## config.mk

```make
export PLATFORM = sky130hd
export DESIGN_NAME = cwu_top
export DESIGN_NICKNAME = d
export VERILOG_FILES = /design/src/rtl/cwu_pkg.sv /design/src/rtl/cwu_edge.sv /design/src/rtl/cwu_top.sv
export SDC_FILE = /design/constraint.sdc
export NUM_CORES = 1
export LEC_CHECK = 0
export BUFFER_PORTS_ARGS = -buffer_cell sky130_fd_sc_hd__buf_2
export CAP_MARGIN = 5
export CORE_MARGIN = 4
export CORE_UTILIZATION = 52
export DETAILED_ROUTE_END_ITERATION = 10
export PLACE_DENSITY = 0.8
export SLEW_MARGIN = 10
export SYNTH_ARGS = -nofsm -noshare
export SYNTH_HDL_FRONTEND = slang
export SYNTH_SLANG_ARGS = --single-unit
```

## constraint.sdc

```tcl
create_clock -name aclk -period 2.38 [get_ports aclk]
set_clock_uncertainty 0.2 [all_clocks]
set_input_delay 0.476 -clock aclk [delete_from_list [all_inputs] [get_ports aclk]]
set_output_delay 0.476 -clock aclk [all_outputs]
set_load 0.01 [all_outputs]
```

## src/rtl/cwu_pkg.sv

```systemverilog
// Package of register offsets, field positions and reset values for the waveform unit
package cwu_pkg;
  // Register byte offsets
  localparam logic [7:0] GENERATOR_CONTROL_0    = 8'h00;
  localparam logic [7:0] GENERATOR_CONTROL_1    = 8'h04;
  localparam logic [7:0] SHUTDOWN_CONTROL_0     = 8'h08;
  localparam logic [7:0] SHUTDOWN_SOURCE_SELECT = 8'h0C;
  localparam logic [7:0] STEERING_CONTROL       = 8'h10;
  localparam logic [7:0] INPUT_PIN_SELECT       = 8'h14;
  localparam logic [7:0] RISE_DEADBAND_COUNT    = 8'h18;
  localparam logic [7:0] FALL_DEADBAND_COUNT    = 8'h1C;
  localparam logic [7:0] RISE_BLANKING_COUNT    = 8'h20;
  localparam logic [7:0] FALL_BLANKING_COUNT    = 8'h24;
  localparam logic [7:0] RISE_PHASE_COUNT       = 8'h28;
  localparam logic [7:0] FALL_PHASE_COUNT       = 8'h2C;
  localparam logic [7:0] INT_STATUS             = 8'h30;
  localparam logic [7:0] INT_MASK               = 8'h34;
  localparam logic [7:0] UNIT_STATUS            = 8'h38;
  // generator_control_0 fields
  localparam int CTL0_EN    = 7;
  localparam int CTL0_LOAD  = 6;
  localparam int CTL0_CLKSEL = 3;
  // generator_control_1 fields
  localparam int CTL1_RISE_DEADBAND_CLOCK_SEL  = 7;
  localparam int CTL1_FALL_DEADBAND_CLOCK_SEL  = 6;
  localparam int CTL1_POL_A = 0;
  localparam int CTL1_POL_B = 1;
  // shutdown_control_0 fields
  localparam int ASD0_ACTIVE  = 7;
  localparam int ASD0_RESTART = 6;
  localparam int ASD0_OVR_B   = 2;
  localparam int ASD0_OVR_A   = 0;
  // input_pin_select: use field bits 1:0
  localparam logic [1:0] USE_RISE  = 2'h0;
  localparam logic [1:0] USE_FALL  = 2'h1;
  localparam logic [1:0] USE_FAULT = 2'h2;
  // Interrupt bit positions
  localparam int IRQ_LOADED = 0;
  localparam int IRQ_FAULT  = 1;
  localparam int IRQ_START  = 2;
  // Reset values and bus response codes
  localparam logic [7:0] ASD0_RESET = 8'h80;
  localparam logic [7:0] ZERO8      = 8'h00;
  localparam logic [1:0] RESP_OKAY   = 2'h0;
  localparam logic [1:0] RESP_SLVERR = 2'h2;
endpackage : cwu_pkg

```

## src/rtl/cwu_edge.sv

```systemverilog
// Rising and falling edge detector for the selected event pin
`timescale 1ns/1ps
module cwu_edge (
  // Clock and reset
  input  wire logic aclk,
  input  wire logic aresetn,
  // Level in, edges out
  input  wire logic level,
  output logic      rise,
  output logic      fall
);
  logic prev; // Level seen last cycle

  // Remember the previous level
  always_ff @(posedge aclk)
  begin
    if (!aresetn)
      prev <= 1'b0;
    else
      prev <= level;
  end

  assign rise = level & ~prev;
  assign fall = ~level & prev;
endmodule : cwu_edge

```

## src/rtl/cwu_top.sv

```systemverilog
// Complementary waveform unit: register file, buffers, start-up and output stage
// What this block does
// Disabled: count writes reach working buffers
// Enabled: count writes wait for load
// Load copies all counts together, synchronously
// Hardware clears load bit when done, unless a lane-0 write to another address lands that cycle
// One pin input: rise, fall, fault
// Keeps running in sleep while clocked
// Fast oscillator kept on in sleep when enabled and selected as clock
// Unit drives its own output enables
// Starts in shutdown; overrides set first
// Software sets shutdown, clears restart first
// Restart enable clears shutdown after enable
// Clearing shutdown after enable starts outputs
// Software picks deadbands and their clocks
// Steering bits programmed before enable
// Enable set only after configuration
// Load bit reads one until transfer done
`timescale 1ns/1ps
module cwu_top #(
  parameter int CW = 8 // Count width
) (
  // Clock and reset
  input  wire logic        aclk,
  input  wire logic        aresetn,
  // AXI4-Lite write address
  input  wire logic [7:0]  s_axi_awaddr,
  input  wire logic        s_axi_awvalid,
  output logic             s_axi_awready,
  // AXI4-Lite write data
  input  wire logic [31:0] s_axi_wdata,
  input  wire logic [3:0]  s_axi_wstrb,
  input  wire logic        s_axi_wvalid,
  output logic             s_axi_wready,
  // AXI4-Lite write response
  output logic [1:0]       s_axi_bresp,
  output logic             s_axi_bvalid,
  input  wire logic        s_axi_bready,
  // AXI4-Lite read address
  input  wire logic [7:0]  s_axi_araddr,
  input  wire logic        s_axi_arvalid,
  output logic             s_axi_arready,
  // AXI4-Lite read data
  output logic [31:0]      s_axi_rdata,
  output logic [1:0]       s_axi_rresp,
  output logic             s_axi_rvalid,
  input  wire logic        s_axi_rready,
  // Event pins and power state
  input  wire logic [3:0]  event_pins,
  input  wire logic        sleep_req,
  output logic             fast_internal_osc_keep,
  // Waveform outputs
  output logic             out_a,
  output logic             out_a_oe,
  output logic             out_b,
  output logic             out_b_oe,
  // Interrupt
  output logic             irq
);
  // Control registers
  logic [7:0]    generator_control_0;
  logic [7:0]    generator_control_1;
  logic [7:0]    shutdown_control_0;
  logic [7:0]    shutdown_source_select;
  logic [7:0]    steering_control;
  logic [7:0]    input_pin_select;
  logic [7:0]    int_status;
  logic [7:0]    int_mask;
  // Software-visible counts and working buffers, index 0..5
  logic [CW-1:0] count_reg [6];
  logic [CW-1:0] count_buf [6];
  // Bus handshake state
  logic          aw_held, w_held;
  logic [7:0]    aw_addr;
  logic [31:0]   w_data;
  logic [3:0]    w_strb;
  logic          do_write;
  // Waveform state
  logic          pin_level, ev_rise, ev_fall;
  logic          wave;
  logic [CW-1:0] delay_cnt;
  logic          enabled, active, fault;
  logic          load_now;

  // Count register index from address, or 7 outside offsets 0x18..0x2C
  function automatic logic [2:0] count_index(input logic [7:0] a);
    if (a >= cwu_pkg::RISE_DEADBAND_COUNT && a <= cwu_pkg::FALL_PHASE_COUNT)
      count_index = 3'((a - cwu_pkg::RISE_DEADBAND_COUNT) >> 2);
    else
      count_index = 3'h7;
  endfunction : count_index

  assign enabled = generator_control_0[cwu_pkg::CTL0_EN];
  assign active  = enabled & ~shutdown_control_0[cwu_pkg::ASD0_ACTIVE];

  // Accept address and data independently, one write at a time
  assign s_axi_awready = ~aw_held & ~s_axi_bvalid;
  assign s_axi_wready  = ~w_held & ~s_axi_bvalid;
  assign do_write      = aw_held & w_held & ~s_axi_bvalid;

  // Write channel capture
  always_ff @(posedge aclk)
  begin
    if (!aresetn)
    begin
      aw_held <= 1'b0;
      w_held  <= 1'b0;
      aw_addr <= 8'h00;
      w_data  <= 32'h00000000;
      w_strb  <= 4'h0;
    end
    else
    begin
      if (s_axi_awvalid && s_axi_awready)
      begin
        aw_held <= 1'b1;
        aw_addr <= s_axi_awaddr;
      end
      else if (do_write)
        aw_held <= 1'b0;
      if (s_axi_wvalid && s_axi_wready)
      begin
        w_held <= 1'b1;
        w_data <= s_axi_wdata;
        w_strb <= s_axi_wstrb;
      end
      else if (do_write)
        w_held <= 1'b0;
    end
  end

  // Write response; unmapped addresses answer SLVERR
  always_ff @(posedge aclk)
  begin
    if (!aresetn)
    begin
      s_axi_bvalid <= 1'b0;
      s_axi_bresp  <= cwu_pkg::RESP_OKAY;
    end
    else if (do_write)
    begin
      s_axi_bvalid <= 1'b1;
      s_axi_bresp  <= (aw_addr > cwu_pkg::UNIT_STATUS || aw_addr[1:0] != 2'h0)
                      ? cwu_pkg::RESP_SLVERR : cwu_pkg::RESP_OKAY;
    end
    else if (s_axi_bready)
      s_axi_bvalid <= 1'b0;
  end

  // Control registers; only byte lane 0 carries data
  always_ff @(posedge aclk)
  begin
    if (!aresetn)
    begin
      generator_control_0    <= cwu_pkg::ZERO8;
      generator_control_1    <= cwu_pkg::ZERO8;
      shutdown_control_0     <= cwu_pkg::ASD0_RESET; // Start in shutdown
      shutdown_source_select <= cwu_pkg::ZERO8;
      steering_control       <= cwu_pkg::ZERO8;
      input_pin_select       <= cwu_pkg::ZERO8;
      int_mask               <= cwu_pkg::ZERO8;
    end
    else
    begin
      if (do_write && w_strb[0])
      begin
        case (aw_addr)
          cwu_pkg::GENERATOR_CONTROL_0:
            // Load bit only set by software, zero writes ignored
            generator_control_0 <= {w_data[7],
              w_data[6] | (generator_control_0[6] & ~load_now), w_data[5:0]};
          cwu_pkg::GENERATOR_CONTROL_1:    generator_control_1    <= w_data[7:0];
          cwu_pkg::SHUTDOWN_CONTROL_0:     shutdown_control_0     <= w_data[7:0];
          cwu_pkg::SHUTDOWN_SOURCE_SELECT: shutdown_source_select <= w_data[7:0];
          cwu_pkg::STEERING_CONTROL:       steering_control       <= w_data[7:0];
          cwu_pkg::INPUT_PIN_SELECT:       input_pin_select       <= w_data[7:0];
          cwu_pkg::INT_MASK:               int_mask               <= w_data[7:0];
          default: ;
        endcase
      end
      else if (load_now)
        generator_control_0[cwu_pkg::CTL0_LOAD] <= 1'b0; // Self-clear on transfer
      // Restart enable releases shutdown once running
      if (enabled && shutdown_control_0[cwu_pkg::ASD0_RESTART] && !fault)
        shutdown_control_0[cwu_pkg::ASD0_ACTIVE] <= 1'b0;
      else if (enabled && fault)
        shutdown_control_0[cwu_pkg::ASD0_ACTIVE] <= 1'b1;
    end
  end

  // Load happens on an event pin edge, or at once while not active, so all counts change together
  assign load_now = enabled & generator_control_0[cwu_pkg::CTL0_LOAD]
                    & (ev_rise | ev_fall | ~active);

  // Count registers and working buffers
  generate
    for (genvar i = 0; i < 6; i++)
    begin : g_cnt
      always_ff @(posedge aclk)
      begin
        if (!aresetn)
        begin
          count_reg[i] <= '0;
          count_buf[i] <= '0;
        end
        else
        begin
          if (do_write && w_strb[0] && count_index(aw_addr) == 3'(i))
            count_reg[i] <= w_data[CW-1:0];
          if (!enabled && do_write && w_strb[0] && count_index(aw_addr) == 3'(i))
            count_buf[i] <= w_data[CW-1:0]; // Direct while disabled
          else if (load_now)
            count_buf[i] <= count_reg[i];   // Held until load when enabled
        end
      end
    end
  endgenerate

  // Single pin input, routed by its use field
  assign pin_level = event_pins[input_pin_select[5:4]];
  assign fault = (input_pin_select[1:0] == cwu_pkg::USE_FAULT) & pin_level;

  cwu_edge u_edge (
    .aclk    (aclk),
    .aresetn (aresetn),
    .level   (pin_level),
    .rise    (ev_rise),
    .fall    (ev_fall)
  );

  // Waveform: phase delay then level, independent of sleep_req
  always_ff @(posedge aclk)
  begin
    if (!aresetn)
    begin
      wave      <= 1'b0;
      delay_cnt <= '0;
    end
    else if (!active)
    begin
      wave      <= 1'b0;
      delay_cnt <= '0;
    end
    else if (ev_rise && input_pin_select[1:0] == cwu_pkg::USE_RISE)
      delay_cnt <= count_buf[4] + CW'(1);
    else if (ev_fall && input_pin_select[1:0] == cwu_pkg::USE_FALL)
      wave <= 1'b0;
    else if (delay_cnt == CW'(1))
    begin
      wave      <= 1'b1;
      delay_cnt <= '0;
    end
    else if (delay_cnt != '0)
      delay_cnt <= delay_cnt - CW'(1);
  end

  // Output stage: overrides in shutdown, drivers on when enabled
  always_ff @(posedge aclk)
  begin
    if (!aresetn)
    begin
      out_a <= 1'b0;
      out_b <= 1'b0;
      out_a_oe <= 1'b0;
      out_b_oe <= 1'b0;
    end
    else
    begin
      out_a_oe <= enabled;
      out_b_oe <= enabled;
      out_a <= active ? wave ^ generator_control_1[cwu_pkg::CTL1_POL_A]
                      : shutdown_control_0[cwu_pkg::ASD0_OVR_A];
      out_b <= active ? ~wave ^ generator_control_1[cwu_pkg::CTL1_POL_B]
                      : shutdown_control_0[cwu_pkg::ASD0_OVR_B];
    end
  end

  // Fast oscillator held on in sleep while it clocks the enabled unit
  assign fast_internal_osc_keep = enabled & sleep_req
                                  & (generator_control_0[4:3] == 2'h0);

  // Sticky interrupts; set wins over write-one-to-clear
  always_ff @(posedge aclk)
  begin
    if (!aresetn)
      int_status <= cwu_pkg::ZERO8;
    else
    begin
      if (do_write && w_strb[0] && aw_addr == cwu_pkg::INT_STATUS)
        int_status <= int_status & ~w_data[7:0];
      if (load_now)
        int_status[cwu_pkg::IRQ_LOADED] <= 1'b1;
      if (enabled && fault)
        int_status[cwu_pkg::IRQ_FAULT] <= 1'b1;
      if (active && !shutdown_control_0[cwu_pkg::ASD0_ACTIVE] && ev_rise)
        int_status[cwu_pkg::IRQ_START] <= 1'b1;
    end
  end

  assign irq = |(int_status & int_mask);

  // Read channel, one cycle after address
  assign s_axi_arready = ~s_axi_rvalid;
  always_ff @(posedge aclk)
  begin
    if (!aresetn)
    begin
      s_axi_rvalid <= 1'b0;
      s_axi_rdata  <= 32'h00000000;
      s_axi_rresp  <= cwu_pkg::RESP_OKAY;
    end
    else if (s_axi_arvalid && s_axi_arready)
    begin
      s_axi_rvalid <= 1'b1;
      s_axi_rresp  <= cwu_pkg::RESP_OKAY;
      s_axi_rdata  <= 32'h00000000;
      case (s_axi_araddr)
        cwu_pkg::GENERATOR_CONTROL_0:    s_axi_rdata[7:0] <= generator_control_0;
        cwu_pkg::GENERATOR_CONTROL_1:    s_axi_rdata[7:0] <= generator_control_1;
        cwu_pkg::SHUTDOWN_CONTROL_0:     s_axi_rdata[7:0] <= shutdown_control_0;
        cwu_pkg::SHUTDOWN_SOURCE_SELECT: s_axi_rdata[7:0] <= shutdown_source_select;
        cwu_pkg::STEERING_CONTROL:       s_axi_rdata[7:0] <= steering_control;
        cwu_pkg::INPUT_PIN_SELECT:       s_axi_rdata[7:0] <= input_pin_select;
        cwu_pkg::INT_STATUS:             s_axi_rdata[7:0] <= int_status;
        cwu_pkg::INT_MASK:               s_axi_rdata[7:0] <= int_mask;
        cwu_pkg::UNIT_STATUS:            s_axi_rdata[3:0] <= {fault, wave, active, enabled};
        default:
          if (count_index(s_axi_araddr) != 3'h7 && s_axi_araddr[1:0] == 2'h0)
            s_axi_rdata[CW-1:0] <= count_reg[count_index(s_axi_araddr)];
          else
            s_axi_rresp <= cwu_pkg::RESP_SLVERR;
      endcase
    end
    else if (s_axi_rready)
      s_axi_rvalid <= 1'b0;
  end
endmodule : cwu_top

```

# Word-level counts from Yosys, hierarchy flattened
# Memories as Yosys holds them, arrays and structs flattened.
# Cells that the tools add are included.
# totals
ff_bits,110
n_memories,2
out_inout_bits,47
inputBits,64
ram_bits,96
elab_cells,302
# classes
n_bitwise,50
n_reduce_logical,67
n_mux,118
eq_ne,26
addsub,4
n_lt_le_gt_ge,6
# memory_table
memory,depth,width,read_ports,rd_ports_with_merged_regs,write_ports,line,source
count_buf,6,8,1,0,6,cwu_top.sv:71,logic [CW-1:0] count_buf [6];
count_reg,6,8,7,0,6,cwu_top.sv:70,logic [CW-1:0] count_reg [6];
# op_table
operator,n
$mux 8,25
$mux 1,75
$pmux 4 s9,2
$eq 8x6->1 const B,5
$mux 3,11
$eq 8x4->1 const B,4
$eq 8x5->1 const B,4
$logic_and 1x1->1,29
$reduce_and 2->1,12
$or 1x1->1,21
$reduce_bool 2->1,10
$and 8x8->8,2
$eq 8x3->1 const B,2
$ge 8x5->1 const B,2
$le 8x6->1 const B,2
$logic_not 8->1,2
$and 1x1->1,13
$not 1->1,11
$sub 5x5->5 const B,2
$reduce_bool 3->1,3
$reduce_or 9->1,1
$add 8x1->8 const B,1
$eq 8x1->1 const B,1
$gt 8x6->1 const B,1
21 further kinds,30

# Depth between registers and ports, before layout
# An unclocked memory read counts as a cell.
# logic_depth
depth_word,15
depth_mapped,9
mapped_depth_nobuf,8

# Hierarchy
# A second synthesis with hierarchy kept.
# unflattened
cells_unflattened,829
area_unflattened_um2,7810.0
# modules_own_cells
mod,cells_each,seq_area_each_um2,instances,area_each_um2
cwu_top,825,3823.7,1,7771.2
cwu_edge,4,20.0,1,38.8

# Least setup slack after synthesis
# Ideal clock, no wire load.
# synth_timing
path_kind,input to register
from,input port event_pins[3]
to,register delay_cnt[5]
t_arrival_ns,2.234
path_slack_ns,-0.129
setup_ns,0.075
n_path_buf,1
stages,8
required_time_ns,2.105
path_cell_list,mux4_2 -> ha_1 -> or3b_2 -> clkbuf_1 -> o21ai_1 -> nor4_1 -> a21oi_1 -> o22ai_1
# synth_between
elab_chain_cells,7
elab_cells_between_ends,11
cone_classes,eq/ne (1); mux (3); bitwise (3); reduce/logical (4)
# synth_lines
element,line,source
start: declaration,cwu_top.sv:49,"input wire logic [3:0] event_pins,"
$bmux 1 s2 (*),cwu_top.sv:220,assign pin_level = event_pins[input_pin_select[5:4]];
$mux 1 (not written as such) (*),cwu_top.sv:220,
$not 1->1,cwu_edge.sv:24,assign fall = ~level & prev;
$and 1x1->1,cwu_edge.sv:24,
$logic_and 1x1->1,cwu_top.sv:246,else if (ev_fall && input_pin_select[1:0] == cwu_pkg::USE_FALL)
$ne 2x2->1 (no line),-,
$reduce_and 2->1 (no line),-,
end signal: assignment,cwu_top.sv:245,delay_cnt <= count_buf[4] + CW'(1);
end signal: assignment,cwu_top.sv:254,delay_cnt <= delay_cnt - CW'(1);
end: declaration,cwu_top.sv:81,logic [CW-1:0] delay_cnt;
# Mark *: on every way between the ends. The rest lies on a longest branch, timed or not. The select of a mux whose other input is x is not followed.
# A chain may end at the register's enable or synchronous reset.

# Worst setup path in the final report
# layout_timing
from,register input_pin_select[4]
to,register delay_cnt[3]
# layout_between
elab_chain_cells,7
elab_cells_between_ends,11
cone_classes,eq/ne (1); mux (3); bitwise (3); reduce/logical (4)
# layout_lines
element,line,source
start: declaration,cwu_top.sv:66,logic [7:0] input_pin_select;
start signal: assignment,cwu_top.sv:160,input_pin_select <= cwu_pkg::ZERO8;
start signal: assignment,cwu_top.sv:176,cwu_pkg::INPUT_PIN_SELECT: input_pin_select <= w_data[7:0];
$bmux 1 s2 (*),cwu_top.sv:220,
$mux 1 (not written as such) (*),cwu_top.sv:220,
named net pin_level,cwu_top.sv:79,"logic pin_level, ev_rise, ev_fall;"
$not 1->1,cwu_edge.sv:24,
$and 1x1->1,cwu_edge.sv:24,
$logic_and 1x1->1,cwu_top.sv:246,
$ne 2x2->1 (no line),-,
$reduce_and 2->1 (no line),-,
# The timed path passes the listed nets; every way through them passes the cells marked *. The select of a mux whose other input is x is not followed.

==> results.toml <==
[logic_synthesis]
synth-async-reset-ratio = 0
synthCells = 874
syn_area_sq_um = 7900
synth_cell_types = 63
syn-mean-instance-area_sq_um = 9.03
synth_edf_count = 56
ys.warnings.count = 0
synth_ff_type = "dfxtp_1"
ys_seq_area_frac = 0.487
ys_ff_latch = 164

[final_layout]
final_cell_mix = "nand2_1, nor2_1, dfxtp_1"
syn2layout_area_growth_pct = 19.4
final_util = 0.641
seq_area_sq_um = 3850
fillers = 1158
fin_nets = 1043
final_common_cell = "nand2_1"
drive_gt1_frac = 0.210
largest_register_ffs = 48
multiInputGateArea_sq_um = 3780
num_antenna_cells = 0

[global_routing]
grt_max_degree = 64
grt_overflow = 0
grt_usage = 0.240
grt_antenna_before_repair = 0
grt_pass1_vias = 6500
grt_pass1_wl_microns = 33300

[clocking]
root_buffer = "clkbuf_16"
htreeDepth = 4
worstSkewPairLatency_ns = 0.43
cts.clk_slew.worst_paths_ns = 0.06
cts_buffers = 17
clock_path_buffers = 2
cts_tree = "built"
cts.sinks = 164

[placed_design]
io_buffers = 57
place.detailed.hpwl_microns = 15100
gp_congestion = 0.987

[route]
dr_wl_met3_microns = 1640
dr.pass1.iters = 5
via_per_inst = 5.85
drc_errors = 0
highest_layer = "met4"
first_iter_violations = 749
drt-total-wl_microns = 20600
wl_met1_microns = 8400
final_antenna_net_count = 0
wl_met2_microns = 9910
wire_per_inst_microns = 17.6
num_vias = 6844

[power_and_ir_drop]
p_seq_frac = 0.478
p_int_w = 0.00474
vdd_drop_max_mv = 0.528
power_density_nw_per_um2 = 668
clock_power_share = 0.434
pwr-share-comb = 0.088
switching_share = 0.247
p_sw_w = 0.00155
finalPower_w = 0.00630
leakage_nw = 3.60

[status]
status = "completed"

[min_path]
hp-class = "in2reg"

[worst_setup_path]
worst_path_max_delay_cell = "nor3b_1"
critPathMaxStageDelay_ns = 0.56
worstSetupStartpointType = "flip-flop"
path_cells = "mux4_2, ha_2, buf_4, nor3b_1, nor3_1, o21ai_0, a21oi_1"
r2r_slack_ns = 0.05
worstPathArrival_ns = 2.44
cp.required_ns = 2.48
cp_num_buf_inv = 1
cp_top_family = "simple AND/OR/NAND/NOR gates"
endpoint_kind = "flip-flop"
crit_fanout = 5
path_class = "reg2reg"

[run]
drv_cap = 0

[floorplan]
die_y_microns = 131
dieArea_sq_um = 17200
io_pins = 111
coreArea_sq_um = 14700
rows = 44
die_w_microns = 131
initial_core_util = 0.537

[sta]
post-route-min-period_ns = 2.33
hold_violations = 0
worstMarginPinSlew_ns = 0.760
post-route-period-util = 0.980
slew_headroom = 0.488
rsz0062_at_grt = "true"
max_freq_mhz = 429
drv_slew = 0
setup_viol = 0
[cells by family after synthesis]
family,synth area share
other,0.000475
flip-flops,0.487
multiplexers,0.0908
AO/OA/AOI/OAI,0.140
XOR/XNOR,0.00998
adder cells (fa/ha/maj),0.00951
AND/OR/NAND/NOR,0.203
buffers and inverters,0.0588
[cell usage after synthesis (all sizes together), types with 4 or more instances]
cell type  count  area (sq um)
a211oi         7          52.6
a21oi         79           395
a22oi         14           105
a31oi          9          56.3
and2           9          56.3
buf           40           262
clkbuf        37           139
dfxtp        108          2160
edfxtp        56          1680
ha             6          75.1
inv           17          63.8
mux2i         57           571
mux4           5           113
nand2        152           571
nand2b         4          25.0
nand3         13          65.1
nor2         106           398
nor2b          7          43.8
nor3          17          96.4
nor4           7          56.3
nor4b          5          50.0
o21ai         35           175
o221ai         7          61.3
o22ai          5          31.3
or2            4          27.5
or3            4          25.0
or3b           4          35.0
or4            6          48.8
xnor2          6          52.6
[power groups by stage]
stage                     logic, W  clock network [W]  registers [W]
final                     0.000557            0.00273        0.00301
after global routing      0.000608            0.00287        0.00301
after CTS                 0.000535            0.00274        0.00301
after detailed placement  0.000530                  0        0.00307
after global placement    0.000520                  0        0.00306
after floorplan           0.000362                  0        0.00305
[per-stage QoR]
stage / instances / area [sq um] / hold WS [ns] / TNS (ns) / worst slack [ns]
after floorplan: 899 / 7990 / 0.224 / 0 / 0.00928
after global placement: 1132 / 8680 / 0.235 / -2.46 / -0.118
after detailed placement: 1132 / 8680 / 0.240 / -3.96 / -0.215
after CTS: 1166 / 9300 / 0.0230 / 0 / 0.0141
after global routing: 1170 / 9430 / 0.0387 / -0.262 / -0.0368
final: 1170 / 9430 / 0.0296 / 0 / 0.0472
[final timing paths]
check	to	depth (start not counted)	startpoint
min	s_axi_rvalid	2	s_axi_rready
max	delay_cnt[3]	7	input_pin_select[4]
max reg2reg	delay_cnt[3]	7	input_pin_select[4]
min reg2reg	shutdown_source_select[3]	2	shutdown_source_select[3]
[layer usage]
metal	global-route usage	up-vias
met2	0.404	321
met3	0.0524	53
li1	-	3237
met5	0	-
met1	0.306	3233
met4	0.0910	0
[repair_timing]
item                       in CTS  in global routing
hold buffers                    0                  0
pin swaps                       1                  6
setup endpoints to repair      23                 83
gates resized for setup         4                 25
cloned                          0                  1
setup buffers                   2                  3
[cell type report]
class	count	share of cell area
sequential	164	0.408
multi-input combinational	641	0.401
timing repair buffer	132	0.0967
clock buffer	19	0.0504
tap	184	0.0244
clock inverter	13	0.0129
inverter	17	0.00677
Note: power is estimated with default switching activity, not from simulation.
